### config.mk
export PLATFORM = sky130hd
export DESIGN_NAME = edc_ctrl
export DESIGN_NICKNAME = d
export VERILOG_FILES = /design/src/edc_pkg.sv /design/src/edc_ecc.sv /design/src/edc_ctrl.sv
export SDC_FILE = /design/constraint.sdc
export NUM_CORES = 1
export LEC_CHECK = 0
export ABC_AREA = 1
export BUFFER_PORTS_ARGS = -buffer_cell sky130_fd_sc_hd__buf_2
export CAP_MARGIN = 5
export CORE_ASPECT_RATIO = 0.9
export CORE_UTILIZATION = 50
export DETAILED_ROUTE_END_ITERATION = 8
export PLACE_DENSITY = 0.78
export SYNTH_ARGS = -nofsm -noshare
export SYNTH_HDL_FRONTEND = slang
export SYNTH_HIERARCHICAL = 1
export SYNTH_SLANG_ARGS = --single-unit
### constraint.sdc
create_clock -name clk -period 5.2 [get_ports clk]
set_input_delay 1.3 -clock clk [delete_from_list [all_inputs] [get_ports clk]]
set_output_delay 1.3 -clock clk [all_outputs]
set_load 0.05 [all_outputs]
### src/edc_pkg.sv
// Purpose: Shared constants and carrier types for the ECC DRAM/flash controller
// Assumes: 25 MHz system clock, processor bus timed in system clocks
// Notes:   Latencies are first-beat and later-beat counts in clocks

package edc_pkg;

    // ********************************************************************
    // Clock and timing
    // ********************************************************************
    localparam int CLK_PERIOD_NS = 40;           // System clock period

    // Fast-page DRAM beat counts
    localparam logic [7:0] FP_RD_IDLE    = 8'h09;  // First beat from idle
    localparam logic [7:0] FP_RD_B2      = 8'h01;  // Aligned second beat
    localparam logic [7:0] FP_RD_B3      = 8'h02;  // Aligned third beat
    localparam logic [7:0] FP_RD_B4      = 8'h01;  // Aligned fourth beat
    localparam logic [7:0] FP_MIS_B2     = 8'h03;  // Misaligned second beat
    localparam logic [7:0] FP_MIS_B3     = 8'h01;  // Misaligned third and fourth beats
    localparam logic [7:0] FP_RD1_MISS   = 8'h08;  // Single read after read, miss
    localparam logic [7:0] FP_RD1_HIT    = 8'h06;  // Single read after read, hit
    localparam logic [7:0] FP_WR1_MISS   = 8'h0c;  // Single write after write, miss
    localparam logic [7:0] FP_WR1_HIT    = 8'h0a;  // Single write after write, hit
    localparam logic [7:0] FP_RD4_MISS   = 8'h07;  // Burst read after burst, miss
    localparam logic [7:0] FP_RD4_HIT    = 8'h03;  // Burst read after burst, hit
    // EDO DRAM beat counts
    localparam logic [7:0] EDO_RD_IDLE   = 8'h08;  // First beat from idle
    localparam logic [7:0] EDO_MIS_B2    = 8'h02;  // Misaligned second beat
    localparam logic [7:0] EDO_RD4_MISS  = 8'h05;  // Burst read after burst, miss
    localparam logic [7:0] EDO_RD4_HIT   = 8'h02;  // Burst read after burst, hit
    localparam logic [7:0] EDO_RD1_MISS  = 8'h07;  // Single read after read, miss
    localparam logic [7:0] EDO_RD1_HIT   = 8'h05;  // Single read after read, hit
    // Writes, both part types
    localparam logic [7:0] WR_IDLE       = 8'h04;  // First write beat from idle
    localparam logic [7:0] BEAT_ONE      = 8'h01;  // Streaming beat
    // Flash beat counts
    localparam logic [7:0] FL_RD_FIRST   = 8'h44;  // 68 clocks
    localparam logic [7:0] FL_RD_NEXT    = 8'h40;  // 64 clocks
    localparam logic [7:0] FL_RD_BYTE    = 8'h14;  // 20 clocks
    localparam logic [7:0] FL_WR         = 8'h13;  // 19 clocks

    // ********************************************************************
    // Address map
    // ********************************************************************
    localparam logic [31:0] FLASH_BASE   = 32'hff00_0000; // Flash window base
    localparam logic [31:0] VEC_ADDR     = 32'hfff0_0100; // Reset vector address
    localparam logic [31:0] BOOT_BASE    = 32'hfff0_0000; // Protected boot region
    localparam logic [31:0] BOOT_SIZE    = 32'h0001_0000; // 64KB
    localparam int          ROW_LSB      = 12;            // Row field low bit
    localparam int          ROW_W        = 12;            // Row field width
    localparam int          BLK_BIT      = 26;            // Block select bit
    localparam int          BANK_BIT     = 3;             // Interleave bank bit

    // ********************************************************************
    // Carrier types
    // ********************************************************************
    typedef struct packed {
        logic [31:0] addr;   // Byte address
        logic        write;  // Write when set
        logic        burst;  // Four-beat when set
        logic [3:0]  size;   // Bytes for single beat (1..8)
        logic [31:0] wsize;  // Unused width marker
    } edc_req_s;

    typedef struct packed {
        logic [63:0] data;   // Data word
        logic [7:0]  check;  // Check bits
    } edc_word_s;

endpackage : edc_pkg

### src/edc_ecc.sv
// Purpose: SEC-DED code over a 72-bit memory word (64 data, 8 check)
// Assumes: Extended Hamming code, check slots at powers of two plus parity
// Notes:   Pure combinational; used for both encode and decode

`timescale 1ns/100ps
`default_nettype none

module edc_ecc
(
    input  wire logic [63:0] data,       // Data in
    input  wire logic [7:0]  check_in,   // Stored check bits
    output logic      [7:0]  check_out,  // Fresh check bits
    output logic      [63:0] corrected,  // Data after correction
    output logic             single_err, // Corrected single-bit error
    output logic             double_err  // Uncorrectable error
);

    // ********************************************************************
    // Encoder: data bits sit at the non-power-of-two positions 3..71
    // ********************************************************************
    // Check slots hold the XOR of the positions of all set data bits;
    // bit 7 keeps the whole 72-bit word at even parity
    function automatic logic [7:0] edc_code(input logic [63:0] d);
        logic [7:0] c;
        int         n;
        c = 8'h00;
        n = 0;
        for (int q = 3; q < 72; q++)
        begin
            if ((q & (q - 1)) != 0) // Powers of two are check slots
            begin
                if (d[n])
                    c[6:0] = c[6:0] ^ 7'(q);
                n++;
            end
        end
        c[7] = ^{d, c[6:0]};
        return c;
    endfunction : edc_code

    assign check_out = edc_code(data);

    wire [6:0] syn = check_out[6:0] ^ check_in[6:0]; // Position of a lone upset
    wire       par = ^{data, check_in};               // Odd: one bit upset

    // ********************************************************************
    // Correction: flip the data bit whose position matches the syndrome
    // ********************************************************************
    always_comb
    begin
        int n;
        n = 0;
        corrected = data;
        for (int q = 3; q < 72; q++)
        begin
            if ((q & (q - 1)) != 0)
            begin
                if (par && syn == 7'(q))
                    corrected[n] = ~data[n];
                n++;
            end
        end
    end

    // Odd parity is one upset (a check-bit upset flips no data);
    // even parity with a nonzero syndrome is a double upset
    assign single_err = par;
    assign double_err = !par && (syn != 7'h00);

endmodule : edc_ecc

`default_nettype wire

### src/edc_ctrl.sv
// Purpose: Processor-bus DRAM and flash controller timing core
// Assumes: One request at a time; flash writes are always 32 bits wide
// Notes:   Beat acks follow fixed clock counts per access type

`timescale 1ns/100ps
`default_nettype none

// Summary of operation
// - Interleave DRAM two ways on address bit
// - 72-bit ECC, correct single, flag double
// - One or two nine-device blocks, page/EDO
// - Fast-page burst read 9,1,2,1 or 9,3,1,1
// - Pipelined page hit shortens first beat
// - Burst write 4,1,1,1 for both parts
// - Single read 9, single write 4
// - Back-to-back singles 12/10 and 8/6
// - EDO burst read 8,1,1,1; single 8
// - Strap maps reset vector to socket bank
// - 64KB boot region write-protected by jumper while strap clear
// - Flash burst read 68,64,64,64; no burst writes
// - Flash singles 68, 20 byte, write 19
module edc_ctrl
#(
    parameter bit TWO_BLOCKS = 1'b1  // Second block populated
)
(
    input  wire logic                  clk,          // System clock
    input  wire logic                  reset,        // Async reset, high
    input  wire logic                  req,          // Transfer start
    input  wire edc_pkg::edc_req_s     req_info,     // Request fields
    input  wire logic                  pipelined,    // Start issued early
    input  wire logic                  edo_a,        // Block A uses EDO parts
    input  wire logic                  edo_b,        // Block B uses EDO parts
    input  wire logic                  vec_strap,    // Reset vector in socket bank
    input  wire logic                  boot_protect, // Boot region jumper fitted
    input  wire edc_pkg::edc_word_s    mem_rdata,    // Word from DRAM
    output logic                       busy,         // Transfer in progress
    output logic                       beat_ack,     // One pulse per beat
    output logic                       err_ack,      // Refused transfer
    output logic [63:0]                rdata,        // Corrected read data
    output logic                       ecc_single,   // Single error corrected
    output logic                       ecc_double,   // Double error seen
    output logic                       dram_sel_b,   // Block B selected
    output logic                       dram_bank,    // Interleave bank
    output logic                       flash_sock,   // Socket bank selected
    output logic [7:0]                 wr_check      // Check bits for writes
);

    // ********************************************************************
    // State and decode
    // ********************************************************************
    typedef enum logic [1:0]
    {
        EDC_IDLE = 2'b00,
        EDC_RUN  = 2'b01
    } edc_state_e;

    edc_state_e            state;        // Current state
    edc_pkg::edc_req_s     cur;          // Latched request
    logic [7:0]            cnt;          // Clocks left in beat
    logic [1:0]            beat;         // Beat index
    logic                  is_flash;     // Current is flash
    logic                  cur_edo;      // Current block part type
    logic                  prev_rd;      // Last access type read
    logic                  prev_burst;   // Last access was burst
    logic                  after_idle;   // No access in pipeline
    logic [11:0]           open_row [2]; // Open row per block
    logic [1:0]            row_valid;    // Row open per block

    wire is_fl  = req_info.addr >= edc_pkg::FLASH_BASE;
    wire blk    = TWO_BLOCKS & req_info.addr[edc_pkg::BLK_BIT];
    wire edo    = blk ? edo_b : edo_a;
    wire [11:0] row = req_info.addr[edc_pkg::ROW_LSB +: edc_pkg::ROW_W];
    wire hit    = row_valid[blk] && open_row[blk] == row;
    wire mis    = req_info.addr[4:3] != 2'b00;  // Quad-word misaligned
    wire in_boot = req_info.addr >= edc_pkg::BOOT_BASE &&
                   req_info.addr < edc_pkg::BOOT_BASE + edc_pkg::BOOT_SIZE;
    // Writes refused: flash bursts, and boot region under jumper with strap clear
    wire refuse = is_fl && req_info.write &&
                  (req_info.burst || (boot_protect && in_boot && !vec_strap));
    wire same   = !after_idle && pipelined && prev_rd == !req_info.write &&
                  prev_burst == req_info.burst;

    // First-beat clocks for a new request
    function automatic logic [7:0] first_beat(input logic fl, input logic e,
                                               input logic s, input logic h);
        if (fl)
            return req_info.write ? edc_pkg::FL_WR :
                   (!req_info.burst && req_info.size == 4'h1) ?
                   edc_pkg::FL_RD_BYTE : edc_pkg::FL_RD_FIRST;
        if (req_info.write && !s)
            return edc_pkg::WR_IDLE;
        if (req_info.write)
            return h ? edc_pkg::FP_WR1_HIT : edc_pkg::FP_WR1_MISS;
        if (!s)
            return e ? edc_pkg::EDO_RD_IDLE : edc_pkg::FP_RD_IDLE;
        if (req_info.burst)
            return e ? (h ? edc_pkg::EDO_RD4_HIT : edc_pkg::EDO_RD4_MISS)
                     : (h ? edc_pkg::FP_RD4_HIT : edc_pkg::FP_RD4_MISS);
        return e ? (h ? edc_pkg::EDO_RD1_HIT : edc_pkg::EDO_RD1_MISS)
                 : (h ? edc_pkg::FP_RD1_HIT : edc_pkg::FP_RD1_MISS);
    endfunction : first_beat

    // Later-beat clocks given beat index now finishing
    wire [7:0] next_beat =
        is_flash ? edc_pkg::FL_RD_NEXT :
        cur.write ? edc_pkg::BEAT_ONE :
        (cur.addr[4:3] != 2'b00) ?
            (beat == 2'd0 ? (cur_edo ? edc_pkg::EDO_MIS_B2 : edc_pkg::FP_MIS_B2)
                          : edc_pkg::FP_MIS_B3) :
        cur_edo ? edc_pkg::BEAT_ONE :
        (beat == 2'd0 ? edc_pkg::FP_RD_B2 :
         beat == 2'd1 ? edc_pkg::FP_RD_B3 : edc_pkg::FP_RD_B4);

    wire start = state == EDC_IDLE && req;
    wire done  = state == EDC_RUN && cnt == 8'h01 &&
                 (!cur.burst || beat == 2'd3);

    // ********************************************************************
    // ECC
    // ********************************************************************
    logic [63:0] corr;
    logic        s_err;
    logic        d_err;
    logic [7:0]  chk_calc;  // Check bits ahead of the output flop

    edc_ecc u_ecc
    (
        .data       (mem_rdata.data),
        .check_in   (mem_rdata.check),
        .check_out  (chk_calc),
        .corrected  (corr),
        .single_err (s_err),
        .double_err (d_err)
    );

    // ********************************************************************
    // Sequencer
    // ********************************************************************
    always_ff @(posedge clk or posedge reset)
    begin
        if (reset)
        begin
            state      <= EDC_IDLE;
            cur        <= '0;
            cnt        <= 8'h00;
            beat       <= 2'd0;
            is_flash   <= 1'b0;
            cur_edo    <= 1'b0;
            busy       <= 1'b0;
            beat_ack   <= 1'b0;
            err_ack    <= 1'b0;
            rdata      <= 64'h0;
            ecc_single <= 1'b0;
            ecc_double <= 1'b0;
            dram_sel_b <= 1'b0;
            dram_bank  <= 1'b0;
            flash_sock <= 1'b0;
            wr_check   <= 8'h00;
            prev_rd    <= 1'b0;
            prev_burst <= 1'b0;
            after_idle <= 1'b1;
            row_valid  <= 2'b00;
            open_row[0] <= 12'h000;
            open_row[1] <= 12'h000;
        end
        else
        begin
            beat_ack <= 1'b0;
            wr_check <= chk_calc;  // Registered so the port is a flop
            err_ack  <= start && refuse;
            // Pipeline lapses if the master lets a cycle pass idle
            if (state == EDC_IDLE && !req)
                after_idle <= 1'b1;
            if (start && !refuse)
            begin
                state      <= EDC_RUN;
                cur        <= req_info;
                cnt        <= first_beat(is_fl, edo, same, hit);
                beat       <= 2'd0;
                is_flash   <= is_fl;
                cur_edo    <= edo;
                busy       <= 1'b1;
                dram_sel_b <= blk;
                dram_bank  <= req_info.addr[edc_pkg::BANK_BIT];
                // Vector address goes to sockets under the strap
                flash_sock <= is_fl && vec_strap &&
                              req_info.addr[31:20] == edc_pkg::VEC_ADDR[31:20];
                if (!is_fl)
                begin
                    open_row[blk]  <= row;
                    row_valid[blk] <= 1'b1;
                end
            end
            else if (state == EDC_RUN)
            begin
                if (cnt == 8'h01)
                begin
                    beat_ack <= 1'b1;
                    if (!cur.write && !is_flash)
                    begin
                        rdata      <= corr;
                        ecc_single <= s_err;
                        ecc_double <= d_err;
                    end
                    if (done)
                    begin
                        state      <= EDC_IDLE;
                        busy       <= 1'b0;
                        prev_rd    <= !cur.write;
                        prev_burst <= cur.burst;
                        after_idle <= 1'b0;
                    end
                    else
                    begin
                        cnt       <= next_beat;
                        beat      <= beat + 2'd1;
                        dram_bank <= ~dram_bank;
                    end
                end
                else
                    cnt <= cnt - 8'h01;
            end
        end
    end
endmodule : edc_ctrl

`default_nettype wire

==> results of run 1 <==
layout by cell type, fill, tap and decap left out, drive strengths merged, types with 3 or more instances in the layout:
cell type | Yosys | layout
mux2 | 66 | 66
xnor2 | 37 | 37
dfrtp | 124 | 124
clkinvlp | 0 | 4
or2 | 3 | 3
nand4 | 13 | 13
nand3b | 13 | 13
diode | 0 | 6
clkinv | 1 | 5
nor2 | 92 | 92
xor2 | 41 | 41
inv | 206 | 210
clkbuf | 2 | 18
nor3 | 9 | 9
nand2 | 930 | 930
o21ai | 56 | 56
ha | 8 | 8
nand3 | 180 | 180
a21oi | 9 | 9
buf | 50 | 194
worst paths after layout:
path	start	to	slack [ns]
min in group asynchronous	reset	err_ack	1.04
max in group asynchronous	reset	wr_check[1]	3.22
min	row_valid[0]	row_valid[0]	0.46
max	mem_rdata[48]	rdata[7]	1.32
max reg2reg	cnt[3]	rdata[62]	2.43
min reg2reg	row_valid[0]	row_valid[0]	0.46
kinds of logic after synthesis:
family / synth area share (%)
AOI/OAI and AO/OA: 3.22
xor gates and xnor gates: 6.05
adders and majority gates: 0.858
buffers and inverters: 9.80
DFF: 26.8
muxes: 7.66
and+or+nand+nor: 45.6
sequential cells by signal, summed over array words and instances, names as in the netlist, 2 cells and up:
signal / count
cur: 4
wr_check: 8
beat: 2
rdata: 64
cnt: 8
open_row: 24
row_valid: 2
cell type report:
| class | count | area [µm²] |
|---|---|---|
| fillers | 2121 | 9430 |
| multi-input cells | 1464 | 7400 |
| flip-flops and latches | 125 | 3130 |
| repair buffers | 194 | 988 |
| inverters | 207 | 779 |
| clock buffers | 18 | 439 |
| well taps | 297 | 372 |
| clock inverters | 14 | 161 |
| diodes | 6 | 15.0 |
critical path, stage by stage:
cell and delay, ns:
buf_2 0.22, inv_1 0.11, nand2_1 0.10, nand2_1 0.10, nand2_1 0.13, nand2_2 0.09
nand2_1 0.07, nand3_1 0.09, nand2_1 0.07, nand2_1 0.05, nand2_1 0.10, inv_1 0.05
nand2_1 0.11, nand3_1 0.15, nand2_1 0.14, nand2_2 0.08, nor2_2 0.69, nand2_1 0.11
nand2_1 0.08, nand2_1 0.08, mux2_4 0.27
routing by layer:
metal  vias to the layer above  global-route usage [%]
met5                         -                       0
met4                         4                    9.95
met3                        67                    7.06
met2                       503                    46.4
met1                      5635                    41.0
li1                       6051                       -
stage by stage:
step	setup WS (ns)	utilization, %	power, mW
finish	1.32	58.5	6.27
global route	0.997	58.5	6.66
CTS	1.41	58.4	6.28
detailed placement	0.954	55.8	5.01
global placement	1.05	55.8	4.93
floorplan	0.574	-	4.25
where the power goes:
part | total, mW | switching [mW] | internal (mW)
Combinational | 3.40 | 2.40 | 1.00
Clock | 1.23 | 0.505 | 0.728
Sequential | 1.64 | 0.245 | 1.39
==> qor.txt, run 1 <==
Final Max Tran Viols = 0
Top FF cell, synth = dfrtp_1
Worst EP arrival = 4.20 ns
Worst Max-Slew Pin Slew = 0.878 ns
Final instance count without filler cells = 2,325
DP Area = 0.0127 mm²
Crit-path max FO = 22
Number of I/O port buffers = 187
Worst Setup End Kind = register
CTS tree = yes
R2R depth = 8
Outcome = complete, no violations
Initial Utilization = 51.4%
Antenna violations before repair = 8
Clk_skew = 0.00957 ns
HPWL Detailed = 27.5 mm
Relative slew slack = 41.4%
Vias = 12,260
Cts bufs inserted = 17
# setup viols final = 0
Synth cell types = 42
H-tree depth = 4
Leak = 7.71 nW
WHS Path Cells = 2
Number of nets in the layout = 2,167
Met2 routed WL = 15.1 mm
Fmax = 258 MHz
Number of global-route vias before repair = 11,034
Avg Cell Area, Syn = 6.31 µm²
Cts repair resizes = 0
Largest net degree at the start of global routing = 67
Placed cell count = 2,287
Top cells by area, synth = nand2_1 29%, dfrtp_1 27%, nand3_1 7.4%
CP Data Required Time = 5.52 ns
Routed Wire Length = 35.2 mm
Ys Warns = 6
Die ar. = 0.0239 mm²
Sequential-to-total area share from yosys stat = 26.8%
First-pass iteration count of the detailed router = 5
DRC Markers = 0
Initial DRC Count = 1,091
Reg clk slew, reported paths = 0.06 ns
Synth area leader = nand2_1
Top-count cell post-synth = nand2_1
Die height = 147 µm
Post-synth top area share = 28.9%
Core area = 0.0227 mm²
Hold WC Path Type = register to register
DR vias/cell = 5.27
IO Pins = 230
Met3 wire len = 3.22 mm
Mapped Cells = 1,848
CTS Hold Bufs = 0
Final clock period utilization by the worst path = 74.6%
VDD IR max = 0.371 mV
First-pass GRT wire length = 55.6 mm
Flops & latches, synth = 125
Setup crit start kind = input pin
Critical path type = input pin to register
Min Tclk post-route = 3.88 ns
Pwr per Cell Area = 472 mW/mm²
RSZ-0062 raised after global routing = false
Clk Latency, worst-skew pair = 0.43 ns
Synth top cells by count = 898 x nand2_1, 173 x nand3_1, 169 x inv_1
Routability cong. = 0.963
Routed Antenna Nets = 0
Overflow after GRT = 0
Area Overhead vs Synth = 13.9%
Syn Std Cell Area = 0.0117 mm²
# rows = 52
EDFF count, synth = 0
Clock sinks = 125
Syn Nets = 2,006
Max cap viols = 0
Endpoints failing hold = 0
Async S/R FF share, synth = 100%
Final instance area = 0.0133 mm²
Post-CTS setup buffers = 0
Die X = 163 µm
Post-DR wirelength/cell = 15.2 µm
Share of cells above drive strength 1 = 19.9%
GR Util All Layers = 30.0%
Fin Setup TNS = 0 ns
Max Buffers Root-to-Sink = 2
CTS root buf = clkbuf_16
Top Layer Used = met5
Met1 WL = 15.8 mm
Hold_ws = 0.458 ns
No activity file was read; power rests on OpenSTA's default activity.
==> run 2: changes to the inputs <==
--- a/config.mk
+++ b/config.mk
@@ -5,13 +5,13 @@
 export SDC_FILE = /design/constraint.sdc
 export NUM_CORES = 1
 export LEC_CHECK = 0
-export ABC_AREA = 1
+export ABC_AREA = 0
 export BUFFER_PORTS_ARGS = -buffer_cell sky130_fd_sc_hd__buf_2
 export CAP_MARGIN = 5
 export CORE_ASPECT_RATIO = 0.9
 export CORE_UTILIZATION = 50
 export DETAILED_ROUTE_END_ITERATION = 8
-export PLACE_DENSITY = 0.78
+export PLACE_DENSITY = 0.82
 export SYNTH_ARGS = -nofsm -noshare
 export SYNTH_HDL_FRONTEND = slang
 export SYNTH_HIERARCHICAL = 1
==> constraint.sdc (replaced) <==
create_clock -name clk -period 3.7 [get_ports clk]
set_input_delay 0.925 -clock clk [delete_from_list [all_inputs] [get_ports clk]]
set_output_delay 0.925 -clock clk [all_outputs]
set_load 0.05 [all_outputs]
==> run 2 against run 1 <==
Net effect: critical endpoint is now rdata[28]; highest routed layer unchanged; hold slack better by 0.0058 ns; the flow now finishes with violations (negative setup slack); synthesized cell count down 60%; via count down 43%.
==> qor.txt, run 2 <==
Outcome = finished with violations
Failing checks = negative setup slack
Final instance count without filler cells = 1,250 (-46%)
Flops & latches, synth = 125 (unchanged)
Final Max Tran Viols = 0 (unchanged)
CTS tree = yes
Top FF cell, synth = dfrtp_1
Most flops, register = rdata
Worst EP arrival = 4.02 ns (-0.18 ns)
GR Util All Layers = 28.1% (-1.9 points)
Worst Setup Slack, final = -0.0242 ns (-1.34 ns)
Min Tclk post-route = 3.72 ns
Top-count cell post-synth = dfrtp_1
Fmax = 269 MHz
HPWL Detailed = 17.5 mm (-36%)
Largest net degree at the start of global routing = 126 (+88%)
First-pass GRT wire length = 37.4 mm (-33%)
Synth cell types = 58 (+38%)
Commonest cells after routing, fill and taps aside = 187 x buf_2, 124 x dfrtp_1, 113 x buf_4
Worst Max-Slew Pin Slew = 0.876 ns (-0.00204 ns)
CP Data Required Time = 4.00 ns (-1.52 ns)
Endpoints failing hold = 0 (unchanged)
Clock sinks = 125 (unchanged)
Max cap viols = 0 (unchanged)
Die X = 140 µm (-14%)
# rows = 44 (-15%)
Reg-to-Reg Start = cnt[1]
Number of nets in the layout = 1,185 (-45%)
Post-DR wirelength/cell = 19.6 µm (+29%)
DRC Markers = 0 (unchanged)
Routed Wire Length = 24.5 mm (-30%)
Initial DRC Count = 590 (-46%)
Relative slew slack = 41.6% (+0.20 points)
Vias = 6,983 (-43%)
Die height = 126 µm (-14%)
Number of I/O port buffers = 187 (unchanged)
Synth top cells by count = 124 x dfrtp_1, 103 x xor2_1, 90 x mux2_2
RSZ-0062 raised after global routing = true
Area Overhead vs Synth = 33.4%
Overflow after GRT = 0 (unchanged)
Clk Latency, worst-skew pair = 0.42 ns (about the same)
IO Pins = 230 (unchanged)
End of the worst register-to-register path = rdata[60]
Max Buffers Root-to-Sink = 2 (unchanged)
CTS Hold Bufs = 0 (unchanged)
Async S/R FF share, synth = 100% (unchanged)
Number of global-route vias before repair = 6,981 (-37%)
Flip-flop count of the largest register after layout = 64 (unchanged)
CP Launch Point = mem_rdata[48]
Syn Std Cell Area = 0.00853 mm² (-27%)
Ys Warns = 6 (unchanged)
First-pass iteration count of the detailed router = 5 (unchanged)
DR vias/cell = 5.59 (+5.9%)
Largest regs = rdata (64), open_row (24)
Placed cell count = 1,214 (-47%)
Antenna violations before repair = 4 (-4)
Critical path type = input pin to register
Leading cell type in the layout, fill and taps excluded = buf_2
EDFF count, synth = 0 (unchanged)
Core area = 0.0164 mm² (-28%)
# setup viols final = 5 (+5)
H-tree depth = 4 (unchanged)
Worst Setup EP = rdata[28]
Sequential-to-total area share from yosys stat = 36.7% (+9.9 points)
Clk_skew = 0.0103 ns (+0.000737 ns)
Cts bufs inserted = 17 (unchanged)
Crit-path max FO = 15 (-32%)
Routability cong. = 0.938 (-2.6%)
Die ar. = 0.0176 mm² (-27%)
Reg clk slew, reported paths = 0.06 ns (about the same)
R2R depth = 8 (unchanged)
Worst Setup End Kind = register
Syn Nets = 893 (-55%)
Routed Antenna Nets = 0 (unchanged)
Synth area leader = dfrtp_1
Avg Cell Area, Syn = 11.6 µm² (+84%)
Share of cells above drive strength 1 = 48.2% (+28 points)
Hold WC Path Type = register to register
Reg2reg setup slack = 0.95 ns (-1.48 ns)
Initial Utilization = 52.0% (+0.63 points)
CTS root buf = clkbuf_16
Top cells by area, synth = dfrtp_1 36%, mux2_2 12%, xor2_1 11%
Mapped Cells = 735 (-60%)
Setup crit start kind = input pin
Final clock period utilization by the worst path = 101%
Post-synth top area share = 36.4% (+7.5 points)
run 2: cells by family after synthesis:
group | Yosys count | synth area share, %
XOR/XNOR | 226 | 28.9
AND/OR/NAND/NOR | 163 | 12.0
flip-flops | 125 | 36.7
multiplexers | 108 | 14.0
AO/OA/AOI/OAI | 56 | 4.28
buffers and inverters | 49 | 2.93
adder cells (fa/ha/maj) | 8 | 1.17
run 2: worst min path at each step:
| stage | start | cells past startpoint | end |
|---|---|---|---|
| 2_1_floorplan | row_valid[0] | 2 | row_valid[0] |
| 3_3_place_gp | row_valid[0] | 2 | row_valid[0] |
| 3_5_place_dp | dram_sel_b | 2 | dram_sel_b |
| 4_1_cts | dram_sel_b | 2 | dram_sel_b |
| 5_1_grt | dram_sel_b | 2 | dram_sel_b |
| 6_report | dram_sel_b | 2 | dram_sel_b |
run 2: routing by layer:
metal | wire, µm | up-vias | GRT usage (%)
met2 | 11500 | 322 | 44.3
li1 | - | 3179 | -
met1 | 10400 | 3424 | 38.1
met4 | 726 | 2 | 10.5
met3 | 1860 | 56 | 6.16
met5 | 13 | - | 0
run 2: layout make-up:
| class | instances | area, µm² |
|---|---|---|
| antenna | 3 | 7.51 |
| tap | 207 | 259 |
| clock inverter | 10 | 163 |
| timing repair buffer | 308 | 1940 |
| sequential | 125 | 3130 |
| multi-input combinational | 561 | 5350 |
| clock buffer | 22 | 464 |
| fill | 1178 | 5030 |
| inverter | 14 | 56.3 |
run 2: what timing repair did:
item / CTS / global route
gates resized for setup: 5 / 24
buffers inserted: 0 / 1
endpoints found under the setup margin: 21 / 63
pin swaps: 0 / 1
run 2: critical path, stage by stage:
cell and delay (ns):
buf_2 0.12, xor3_2 0.48, buf_4 0.16, xnor3_1 0.33
xnor3_2 0.48, buf_4 0.19, nor4_1 0.32, mux2i_1 0.14
buf_4 0.23, nor3_1 0.23, xor2_1 0.12, mux2_2 0.27
run 2: through the flow:
step                hold WS [ns]  util, %  instance area [µm²]  setup slack, ns  TNS (ns)
CTS                        0.464     68.3                11200           0.0268         0
finish                     0.464     69.3                11400          -0.0242   -0.0752
global route               0.495     69.3                11400          -0.0946    -0.940
global placement           0.441     64.3                10500           -0.476    -18.07
floorplan                  0.428        -                 8560           0.0108         0
detailed placement         0.452     64.3                10500           -0.579    -22.36
Power of run 2 is left out: the tool's default activity adds up to more than one toggle a clock period on the data nets, which glitch-free logic cannot reach.
